## config.mk

```make
export PLATFORM = sky130hd
export DESIGN_NAME = ors_range_scaler
export DESIGN_NICKNAME = d
export VERILOG_FILES = /design/src/design/ors_pkg.sv /design/src/design/ors_range_scaler.sv /design/src/design/ors_shifter.sv
export SDC_FILE = /design/constraint.sdc
export NUM_CORES = 1
export LEC_CHECK = 0
export ABC_CLOCK_PERIOD_IN_PS = 2290
export BUFFER_PORTS_ARGS = -buffer_cell sky130_fd_sc_hd__clkbuf_2
export CAP_MARGIN = 20
export CORE_MARGIN = 1.5
export CORE_UTILIZATION = 40
export CTS_CLUSTER_DIAMETER = 120
export CTS_CLUSTER_SIZE = 14
export DETAILED_ROUTE_END_ITERATION = 8
export PLACE_DENSITY = 0.75
export SYNTH_ARGS = -nofsm -noshare
export SYNTH_HDL_FRONTEND = slang
export SYNTH_SLANG_ARGS = --single-unit
```

## constraint.sdc

```tcl
create_clock -name core_clk_i -period 2.29 [get_ports core_clk_i]
set_input_delay 0.3435 -clock core_clk_i [delete_from_list [all_inputs] [get_ports core_clk_i]]
set_output_delay 0.3435 -clock core_clk_i [all_outputs]
set_load 0.02 [all_outputs]
```

## src/design/ors_pkg.sv

```systemverilog
// Purpose: constants for the output range scaling register and its datapath
// Assumes: one 32-bit scaling register on the device register port
// Notes:   widths of the internal results and output registers are plain defaults
package ors_pkg;
  localparam int unsigned ADDR_W       = 16;
  localparam int unsigned DATA_W       = 32;
  localparam int unsigned BE_W         = DATA_W / 8;
  localparam int unsigned FIELD_W      = 8;
  localparam int unsigned RESULT_W     = 48;
  localparam int unsigned OUT_W        = 32;
  localparam int unsigned CHAN_N       = 4;

  localparam logic [ADDR_W-1:0] SCALE_OFFSET = 16'h0048;

  localparam int unsigned VOLTAGE_LSB  = 0;
  localparam int unsigned CURRENT_LSB  = 8;
  localparam int unsigned POWER_LSB    = 16;
  localparam int unsigned UNUSED_LSB   = 24;

  localparam int unsigned VOLTAGE_BYTE = 0;
  localparam int unsigned CURRENT_BYTE = 1;
  localparam int unsigned POWER_BYTE   = 2;

  localparam logic [FIELD_W-1:0] FIELD_RESET  = 8'h00;
  localparam logic [DATA_W-1:0]  DATA_ZERO    = 32'h0000_0000;
  localparam logic [FIELD_W-1:0] UNUSED_VALUE = 8'h00;

  // overflow flag bit per output channel
  localparam int unsigned CH_CURRENT   = 0;
  localparam int unsigned CH_VOLTAGE   = 1;
  localparam int unsigned CH_ACTIVE    = 2;
  localparam int unsigned CH_REACTIVE  = 3;

  typedef struct packed {
    logic [FIELD_W-1:0] power;
    logic [FIELD_W-1:0] current;
    logic [FIELD_W-1:0] voltage;
  } ors_scale_t;
endpackage : ors_pkg

```

## src/design/ors_range_scaler.sv

```systemverilog
// Purpose: output range scaling register and the scaled output registers
// Assumes: register port and result strobes are on core_clk_i
//          a count of the result width or more gives a zero output
// Notes:   shifted results wider than the output register are cut; overflow_o flags it
//          the top byte holds no storage, so it always reads back as zero
//          outputs and overflow marks hold until the next result strobe
`timescale 1ns/1ns
`default_nettype none
// Function
// - 32-bit read/write scaling register of byte shift counts, zero after reset.
// - top byte unimplemented: writes ignored, reads return zero.
// - bits 23:16 power shift, shared by active and reactive outputs.
// - bits 15:8 shift count applied to the RMS current result.
// - bits 7:0 shift count applied to the RMS voltage result.
// - each count is a logical right shift, division by two to that power.
module ors_range_scaler (
  input  wire logic                          core_clk_i,
  input  wire logic                          rst_i,
  input  wire logic [ors_pkg::ADDR_W-1:0]    reg_addr_i,
  input  wire logic                          reg_wr_i,
  input  wire logic [ors_pkg::BE_W-1:0]      reg_be_i,
  input  wire logic [ors_pkg::DATA_W-1:0]    reg_wdata_i,
  input  wire logic                          reg_rd_i,
  output logic      [ors_pkg::DATA_W-1:0]    reg_rdata_o,
  output logic                               reg_rvalid_o,
  output logic                               reg_hit_o,
  input  wire logic                          result_valid_i,
  input  wire logic [ors_pkg::RESULT_W-1:0]  current_rms_i,
  input  wire logic [ors_pkg::RESULT_W-1:0]  voltage_rms_i,
  input  wire logic [ors_pkg::RESULT_W-1:0]  active_pwr_i,
  input  wire logic [ors_pkg::RESULT_W-1:0]  reactive_pwr_i,
  output logic      [ors_pkg::OUT_W-1:0]     current_out_o,
  output logic      [ors_pkg::OUT_W-1:0]     voltage_out_o,
  output logic      [ors_pkg::OUT_W-1:0]     active_out_o,
  output logic      [ors_pkg::OUT_W-1:0]     reactive_out_o,
  output logic                               out_valid_o,
  output logic      [ors_pkg::CHAN_N-1:0]    overflow_o
);
  import ors_pkg::*;

  ////////////////////////////////////////////////////////////////////////////
  // state

  typedef struct packed {
    ors_scale_t         scale;
    logic [DATA_W-1:0]  rdata;
    logic               rvalid;
    logic [OUT_W-1:0]   current_out;
    logic [OUT_W-1:0]   voltage_out;
    logic [OUT_W-1:0]   active_out;
    logic [OUT_W-1:0]   reactive_out;
    logic               out_valid;
    logic [CHAN_N-1:0]  overflow;
  } ors_state_t;

  localparam ors_state_t STATE_RESET = '{
    scale:        '{
      power:   FIELD_RESET,
      current: FIELD_RESET,
      voltage: FIELD_RESET
    },
    rdata:        DATA_ZERO,
    rvalid:       1'b0,
    current_out:  DATA_ZERO,
    voltage_out:  DATA_ZERO,
    active_out:   DATA_ZERO,
    reactive_out: DATA_ZERO,
    out_valid:    1'b0,
    overflow:     '0
  };

  ors_state_t state;
  ors_state_t next_state;

  logic               addr_hit;
  logic               wr_hit;
  logic               wr_power;
  logic               wr_current;
  logic               wr_voltage;
  logic [DATA_W-1:0]  scale_word;
  logic [DATA_W-1:0]  read_word;
  logic [FIELD_W-1:0] cnt_power;
  logic [FIELD_W-1:0] cnt_current;
  logic [FIELD_W-1:0] cnt_voltage;
  logic [OUT_W-1:0]   sh_current;
  logic [OUT_W-1:0]   sh_voltage;
  logic [OUT_W-1:0]   sh_active;
  logic [OUT_W-1:0]   sh_reactive;
  logic [CHAN_N-1:0]  sh_overflow;

  ////////////////////////////////////////////////////////////////////////////
  // shifters

  ors_shifter #(
    .IN_W  (RESULT_W),
    .CNT_W (FIELD_W),
    .OUT_W (OUT_W)
  ) u_sh_current (
    .value_i    (current_rms_i),
    .count_i    (cnt_current),
    .result_o   (sh_current),
    .overflow_o (sh_overflow[CH_CURRENT])
  );

  ors_shifter #(
    .IN_W  (RESULT_W),
    .CNT_W (FIELD_W),
    .OUT_W (OUT_W)
  ) u_sh_voltage (
    .value_i    (voltage_rms_i),
    .count_i    (cnt_voltage),
    .result_o   (sh_voltage),
    .overflow_o (sh_overflow[CH_VOLTAGE])
  );

  ors_shifter #(
    .IN_W  (RESULT_W),
    .CNT_W (FIELD_W),
    .OUT_W (OUT_W)
  ) u_sh_active (
    .value_i    (active_pwr_i),
    .count_i    (cnt_power),
    .result_o   (sh_active),
    .overflow_o (sh_overflow[CH_ACTIVE])
  );

  ors_shifter #(
    .IN_W  (RESULT_W),
    .CNT_W (FIELD_W),
    .OUT_W (OUT_W)
  ) u_sh_reactive (
    .value_i    (reactive_pwr_i),
    .count_i    (cnt_power),
    .result_o   (sh_reactive),
    .overflow_o (sh_overflow[CH_REACTIVE])
  );

  ////////////////////////////////////////////////////////////////////////////
  // address decode and read word

  always_comb begin
    addr_hit    = (reg_addr_i == SCALE_OFFSET);
    wr_hit      = reg_wr_i && addr_hit;
    wr_power    = wr_hit && reg_be_i[POWER_BYTE];
    wr_current  = wr_hit && reg_be_i[CURRENT_BYTE];
    wr_voltage  = wr_hit && reg_be_i[VOLTAGE_BYTE];

    cnt_power   = state.scale.power;
    cnt_current = state.scale.current;
    cnt_voltage = state.scale.voltage;

    scale_word  = {UNUSED_VALUE, cnt_power,
                   cnt_current, cnt_voltage};
    read_word   = addr_hit ? scale_word : DATA_ZERO;
  end

  ////////////////////////////////////////////////////////////////////////////
  // next state

  always_comb begin
    next_state = state;

    // register write, byte lanes of the three counts only
    if (wr_power) begin
      next_state.scale.power = reg_wdata_i[POWER_LSB +: FIELD_W];
    end
    if (wr_current) begin
      next_state.scale.current = reg_wdata_i[CURRENT_LSB +: FIELD_W];
    end
    if (wr_voltage) begin
      next_state.scale.voltage = reg_wdata_i[VOLTAGE_LSB +: FIELD_W];
    end

    // register read, unmapped address reads zero
    // a read in the cycle of a write returns the old counts
    next_state.rvalid = reg_rd_i;
    if (reg_rd_i) begin
      next_state.rdata = read_word;
    end

    // scaled outputs captured on each new result set
    next_state.out_valid = result_valid_i;
    if (result_valid_i) begin
      next_state.current_out  = sh_current;
      next_state.voltage_out  = sh_voltage;
      next_state.active_out   = sh_active;
      next_state.reactive_out = sh_reactive;
      next_state.overflow     = sh_overflow;
    end
  end

  ////////////////////////////////////////////////////////////////////////////
  // registers

  always_ff @(posedge core_clk_i) begin
    if (rst_i) begin
      state <= STATE_RESET;
    end else begin
      state <= next_state;
    end
  end

  ////////////////////////////////////////////////////////////////////////////
  // outputs

  always_comb begin
    // register port
    reg_rdata_o    = state.rdata;
    reg_rvalid_o   = state.rvalid;
    reg_hit_o      = addr_hit;

    // scaled results
    current_out_o  = state.current_out;
    voltage_out_o  = state.voltage_out;
    active_out_o   = state.active_out;
    reactive_out_o = state.reactive_out;
    out_valid_o    = state.out_valid;
    overflow_o     = state.overflow;
  end
endmodule // ors_range_scaler
`default_nettype wire

```

## src/design/ors_shifter.sv

```systemverilog
// Purpose: logical right shift of one internal result, cut to output width
// Assumes: count may exceed the input width, the result is then zero
// Notes:   overflow marks set bits lost above the output width
`timescale 1ns/1ns
`default_nettype none
module ors_shifter #(
  parameter int unsigned IN_W  = 48,
  parameter int unsigned CNT_W = 8,
  parameter int unsigned OUT_W = 32
) (
  input  wire logic [IN_W-1:0]  value_i,
  input  wire logic [CNT_W-1:0] count_i,
  output logic      [OUT_W-1:0] result_o,
  output logic                  overflow_o
);
  logic [IN_W-1:0] shifted;

  always_comb begin
    shifted    = value_i >> count_i;
    result_o   = shifted[OUT_W-1:0];
    overflow_o = |shifted[IN_W-1:OUT_W];
  end
endmodule // ors_shifter
`default_nettype wire

```

; Word level (Yosys, flattened, before mapping)
; Cells that the tools add are included.
[word_totals]
register_bits = 190
in_bits = 249
out_inout_bits = 167
elab_cells = 25
[op_classes]
eq_ne = 1
shift = 4
muxes = 1
reduce_logical = 8
[ops]
columns = operator, n
row1 = $shr 48x8->48, 4
row2 = $reduce_or 16->1, 4
row3 = $mux 24, 1
row4 = $eq 16x7->1 const B, 1
row5 = $logic_and 1x1->1, 4

; Logic depth before layout (Yosys ltp)
[logic_depth]
ltp_word = 3
depth_mapped = 12
mapped_depth_nobuf = 6

; By module
; From an unflattened synthesis, not the netlist that was laid out.
[hier_totals]
cells_unflattened = 2338
hier_area_um2 = 19800.2
[by_module_without_submodules]
columns = mod, instances, cells_each, area_each_um2, seq_area_each_um2
row1 = ors_shifter, 4, 431, 3330.7, 0.0
row2 = ors_range_scaler, 1, 614, 6477.5, 3643.5

; Worst setup path before layout
; No wires, ideal clock.
[synth_timing]
path_kind = register to register
start = register state (netlist bit cnt_voltage[0])
end = register state (netlist bit overflow_o[1])
setup_ns = 0.122
arrival_time_ns = 2.263
required_ns = 2.168
slack_ns = -0.095
stages_incl_launch_ff = 9
path_buffers = 2
synth_period_minus_slack_ns = 2.385
path_cell_list = dfxtp_1 buf_2 buf_2 mux2_2 a22o_1 a2bb2oi_1 nor4bb_1 nand2_1 o32a_1
[synth_between]
elab_chain_len = 2
[synth_rtl]
columns = element, line_no
row1 = from (decl), ors_range_scaler.sv:72  ; ors_state_t state;
row2 = from (signal assigned), ors_range_scaler.sv:199  ; state <= next_state;
row3 = $shr 48x8->48, ors_shifter.sv:19  ; shifted = value_i >> count_i;
row4 = $reduce_or 16->1, ors_shifter.sv:21  ; overflow_o = |shifted[IN_W-1:OUT_W];
; Every way passes these cells.
; A chain may end at the register's enable or synchronous reset.

; Final worst setup path
[layout_timing]
start = register state (netlist bit cnt_power[0])
end = register state (netlist bit reactive_out_o[9])
[layout_between]
elab_chain_len = 1
[layout_rtl]
columns = element, line_no
row1 = $shr 48x8->48, ors_shifter.sv:19
; Every way passes these cells.

==> results.md <==
* Setup Skew at 21.2 ps
* Distinct cells, synth at between 80 and 90
* Routed wire length at ~87000 um
* CTS Root Cell: clkbuf_16
* # DRC at 0
* Die Width at around 220 um
* CTS Buffer Depth at 2
* GR Util met3 at under 10%
* Hold Crit Class: in2reg
* Worst Tran Pin Value at about 900 ps
* Vias in the first global route at 20200
* Fin util at 58.0%
* Initial antenna violation count at 3
* Top cell type's share of synthesized area at a little over a fifth
* Highest net fanout along the worst path at 6
* Crit Path Class: reg2reg
* Data required, critical path at 2650 ps
* Unrepaired setup endpoints after global routing: yes
* Vias at 21800
* Gpl congestion at just over 1
* Worst setup EP type: flip-flop
* Worst hold margin at 88.2 ps
* Max stage delay on crit path at ~550 ps
* GRT Max-Usage Layer: met2
* Dpl cells at about 3300
* Die height at between 200 and 250 um
* Area after DPL at 23500 um^2
* GR Util met1 at 46.7%
* Outcome: finished with violations
* Post-route setup slack at -116 ps
* Total of warnings raised by yosys at 0
* Fmax at 0.416 GHz
* Share of layout cells above drive strength 1 at about half
* Antenna Nets Post-Route at 0
* Synthesized flop and latch total at 182
* Power Density at between 300 and 400 nW/um^2
* Synthesized area at 18300 um^2
* Setup crit start kind: flip-flop
* Post-synth EDFFs at 0
* Post-synth top area cell: mux4_2
* Slowest CP cell: a311oi_1
* Hpwl dp at roughly 67000 um
* Largest net degree at the start of global routing at 50
* Register area share after synthesis at 19.9%
* CTS Buf Count at 17
* Setup violators final at 35
* Leakage at about 11 nW
* GR Overflow Total at 0
* Min Tclk post-route at between 2000 and 2500 ps
* P&R area growth vs syn at 43.4%
* CTS clock-pin slew for the worst setup and hold paths at about 90 ps
* Port bufs at 398
* Clock tree sinks at 182
* Synth Flop Type: dfxtp_1
* Core footprint at 45300 um^2
* Max cap viols at 0
* Non-filler cells, final at 3381
* Die ar. at 47100 um^2
* Std cell rows at between 70 and 80
* Vias per Instance at ~6.4
* Area contributors post-synth: mux4_2 (21%), dfxtp_1 (20%), mux2i_1 (8.2%)
* Total track usage at 34.6%
* Avg Inst Size Synth at around 8.9 um^2
* Final instance area at between 20000 and 30000 um^2
* CTS tree: yes
* Htree depth at 4
* Wire length per cell at approximately 26 um
* Violated checks: setup timing
* # IOs at about 420
* Cells after synthesis at between 2000 and 2500
* Worst-Skew Late Latency at 460 ps
* Max-slew violations at 0
* Worst path arrival time at about 2800 ps
* Crit share post-route at 105%
* Starting Density at ~40%
* Worst path bufs/invs at 4
* VDD IR max at 423 uV
* Cell family with most CP delay: compound AO/OA/AOI/OAI gates
* First-pass GRT wire length at approximately 120000 um
* Final-report hold violation count at 0
* Ys async rst share at 0%
* Slew headroom at between 30 and 40%
* GRT met2 Usage at between 50% and 60%
* Crit-path cells: buf_8, buf_6, inv_6, buf_6, mux4_2, nor2_2, a311oi_1, a211oi_1, a211oi_1
* Nets at 3015
* DRT iter0 DRCs at around 2700
* Post-CTS Hold Fix Bufs at 0
* First-pass DRT Iterations at 6
==> cell usage after synthesis, types with 8 or more instances <==
cell type / number
a22o_1: 22
o22ai_1: 15
and2_1: 10
dfxtp_1: 182
inv_1: 17
buf_1: 12
buf_6: 11
nand3_1: 55
mux2i_1: 150
a31oi_1: 8
nor2b_1: 19
nor3_1: 54
o21ai_0: 80
a2bb2oi_1: 10
nand2_1: 263
mux4_2: 174
nor2_1: 153
and3_1: 16
clkbuf_1: 98
a21oi_1: 162
a221oi_1: 10
or2_2: 10
a22oi_1: 42
a211o_1: 8
buf_4: 25
nand2b_1: 56
o221ai_1: 26
buf_2: 55
a211oi_1: 28
o22a_1: 8
a32o_1: 9
o211ai_1: 16
a21o_1: 13
mux2_2: 66
o31ai_1: 11
a221o_1: 23
a2111oi_0: 10
a32oi_1: 14
==> metrics by stage <==
stage | setup TNS [ps] | power, W | setup WS [ps]
floorplan | 0 | 0.00458 | 6.89
global placement | -4590 | 0.00575 | -345
detailed placement | -6170 | 0.00579 | -307
CTS | -384 | 0.00884 | -80.1
global route | -3940 | 0.00928 | -159
finish | -1440 | 0.00900 | -116
==> cells in the final DEF (no fill, tap or decap), drive strengths merged, types with 11 or more instances in the layout <==
| master | instances |
|---|---|
| inv | 23 |
| mux4 | 181 |
| o211ai | 16 |
| nand3 | 55 |
| buf | 477 |
| nand2b | 56 |
| o22ai | 15 |
| or2 | 11 |
| nand2 | 263 |
| nor2b | 19 |
| dfxtp | 182 |
| a211oi | 28 |
| o21ai | 82 |
| a32oi | 14 |
| a221o | 23 |
| nor2 | 153 |
| nor3 | 54 |
| mux2i | 150 |
| a22o | 23 |
| clkbuf | 425 |
| a21o | 13 |
| mux2 | 67 |
| o31ai | 11 |
| a21oi | 162 |
| and3 | 16 |
| a22oi | 43 |
| o221ai | 26 |
==> final timing paths <==
| kind | startpoint | depth (start not counted) | slack (ps) | to |
|---|---|---|---|---|
| worst min-delay path | reg_wdata_i[8] | 3 | 90 | cnt_current[0] |
| worst max-delay path | cnt_power[0] | 9 | -120 | reactive_out_o[9] |
| worst max register to register | cnt_power[0] | 9 | -120 | reactive_out_o[9] |
| worst min register to register | current_out_o[18] | 2 | 450 | current_out_o[18] |
==> sequential cells by signal (all words and copies together) (netlist names) <==
name	flops
cnt_power	8
reg_rvalid_o	1
reactive_out_o	32
voltage_out_o	32
cnt_voltage	8
out_valid_o	1
reg_rdata_o	24
overflow_o	4
active_out_o	32
cnt_current	8
current_out_o	32
==> worst reg2reg max path: stages (launching register included) <==
cell	delay (ps)
dfxtp_4	460
buf_8	160
buf_6	140
inv_6	50
buf_6	120
mux4_2	420
nor2_2	50
a311oi_1	550
a211oi_1	160
a211oi_1	230
==> cell type report <==
cell class              instances  area, um^2
repair buffers                882        6440
fillers                      3936       19000
diodes                          2        5.00
clock buffers                  21         460
clock inverters                11         115
well taps                     600         751
multi-input cells            1658       14700
flip-flops and latches        182        3680
inverters                      25         103
==> cell families after synthesis <==
logic type / Yosys count / share of synthesized area (%)
AOI/OAI and AO/OA: 581 / 22.2
buffers and inverters: 231 / 6.33
DFF: 182 / 19.9
and+or+nand+nor: 671 / 16.8
muxes: 398 / 34.8
other: 1 / 0.0205
==> power by group <==
group / switching [W] / internal, W
Combinational: 0.00141 / 0.00114
Sequential: 0.000127 / 0.00329
Clock: 0.00144 / 0.00158
Total: 0.00298 / 0.00602
==> per-layer routing <==
metal  share of wire (%)  vias to the layer above  wire, um
li1                    -                     9461         -
met1                  40                    10700     34500
met2                  46                     1454     39600
met3                 9.2                      230      7950
met4                 5.2                        0      4500
met5                   0                        -         0
==> timing repair <==
item,4_1_cts,5_1_grt
pin swaps,15,70
gates cloned,2,7
setup endpoints to repair,70,88
resized for setup,113,226
setup buffers,28,43
Power figures use the tool's default switching activity.
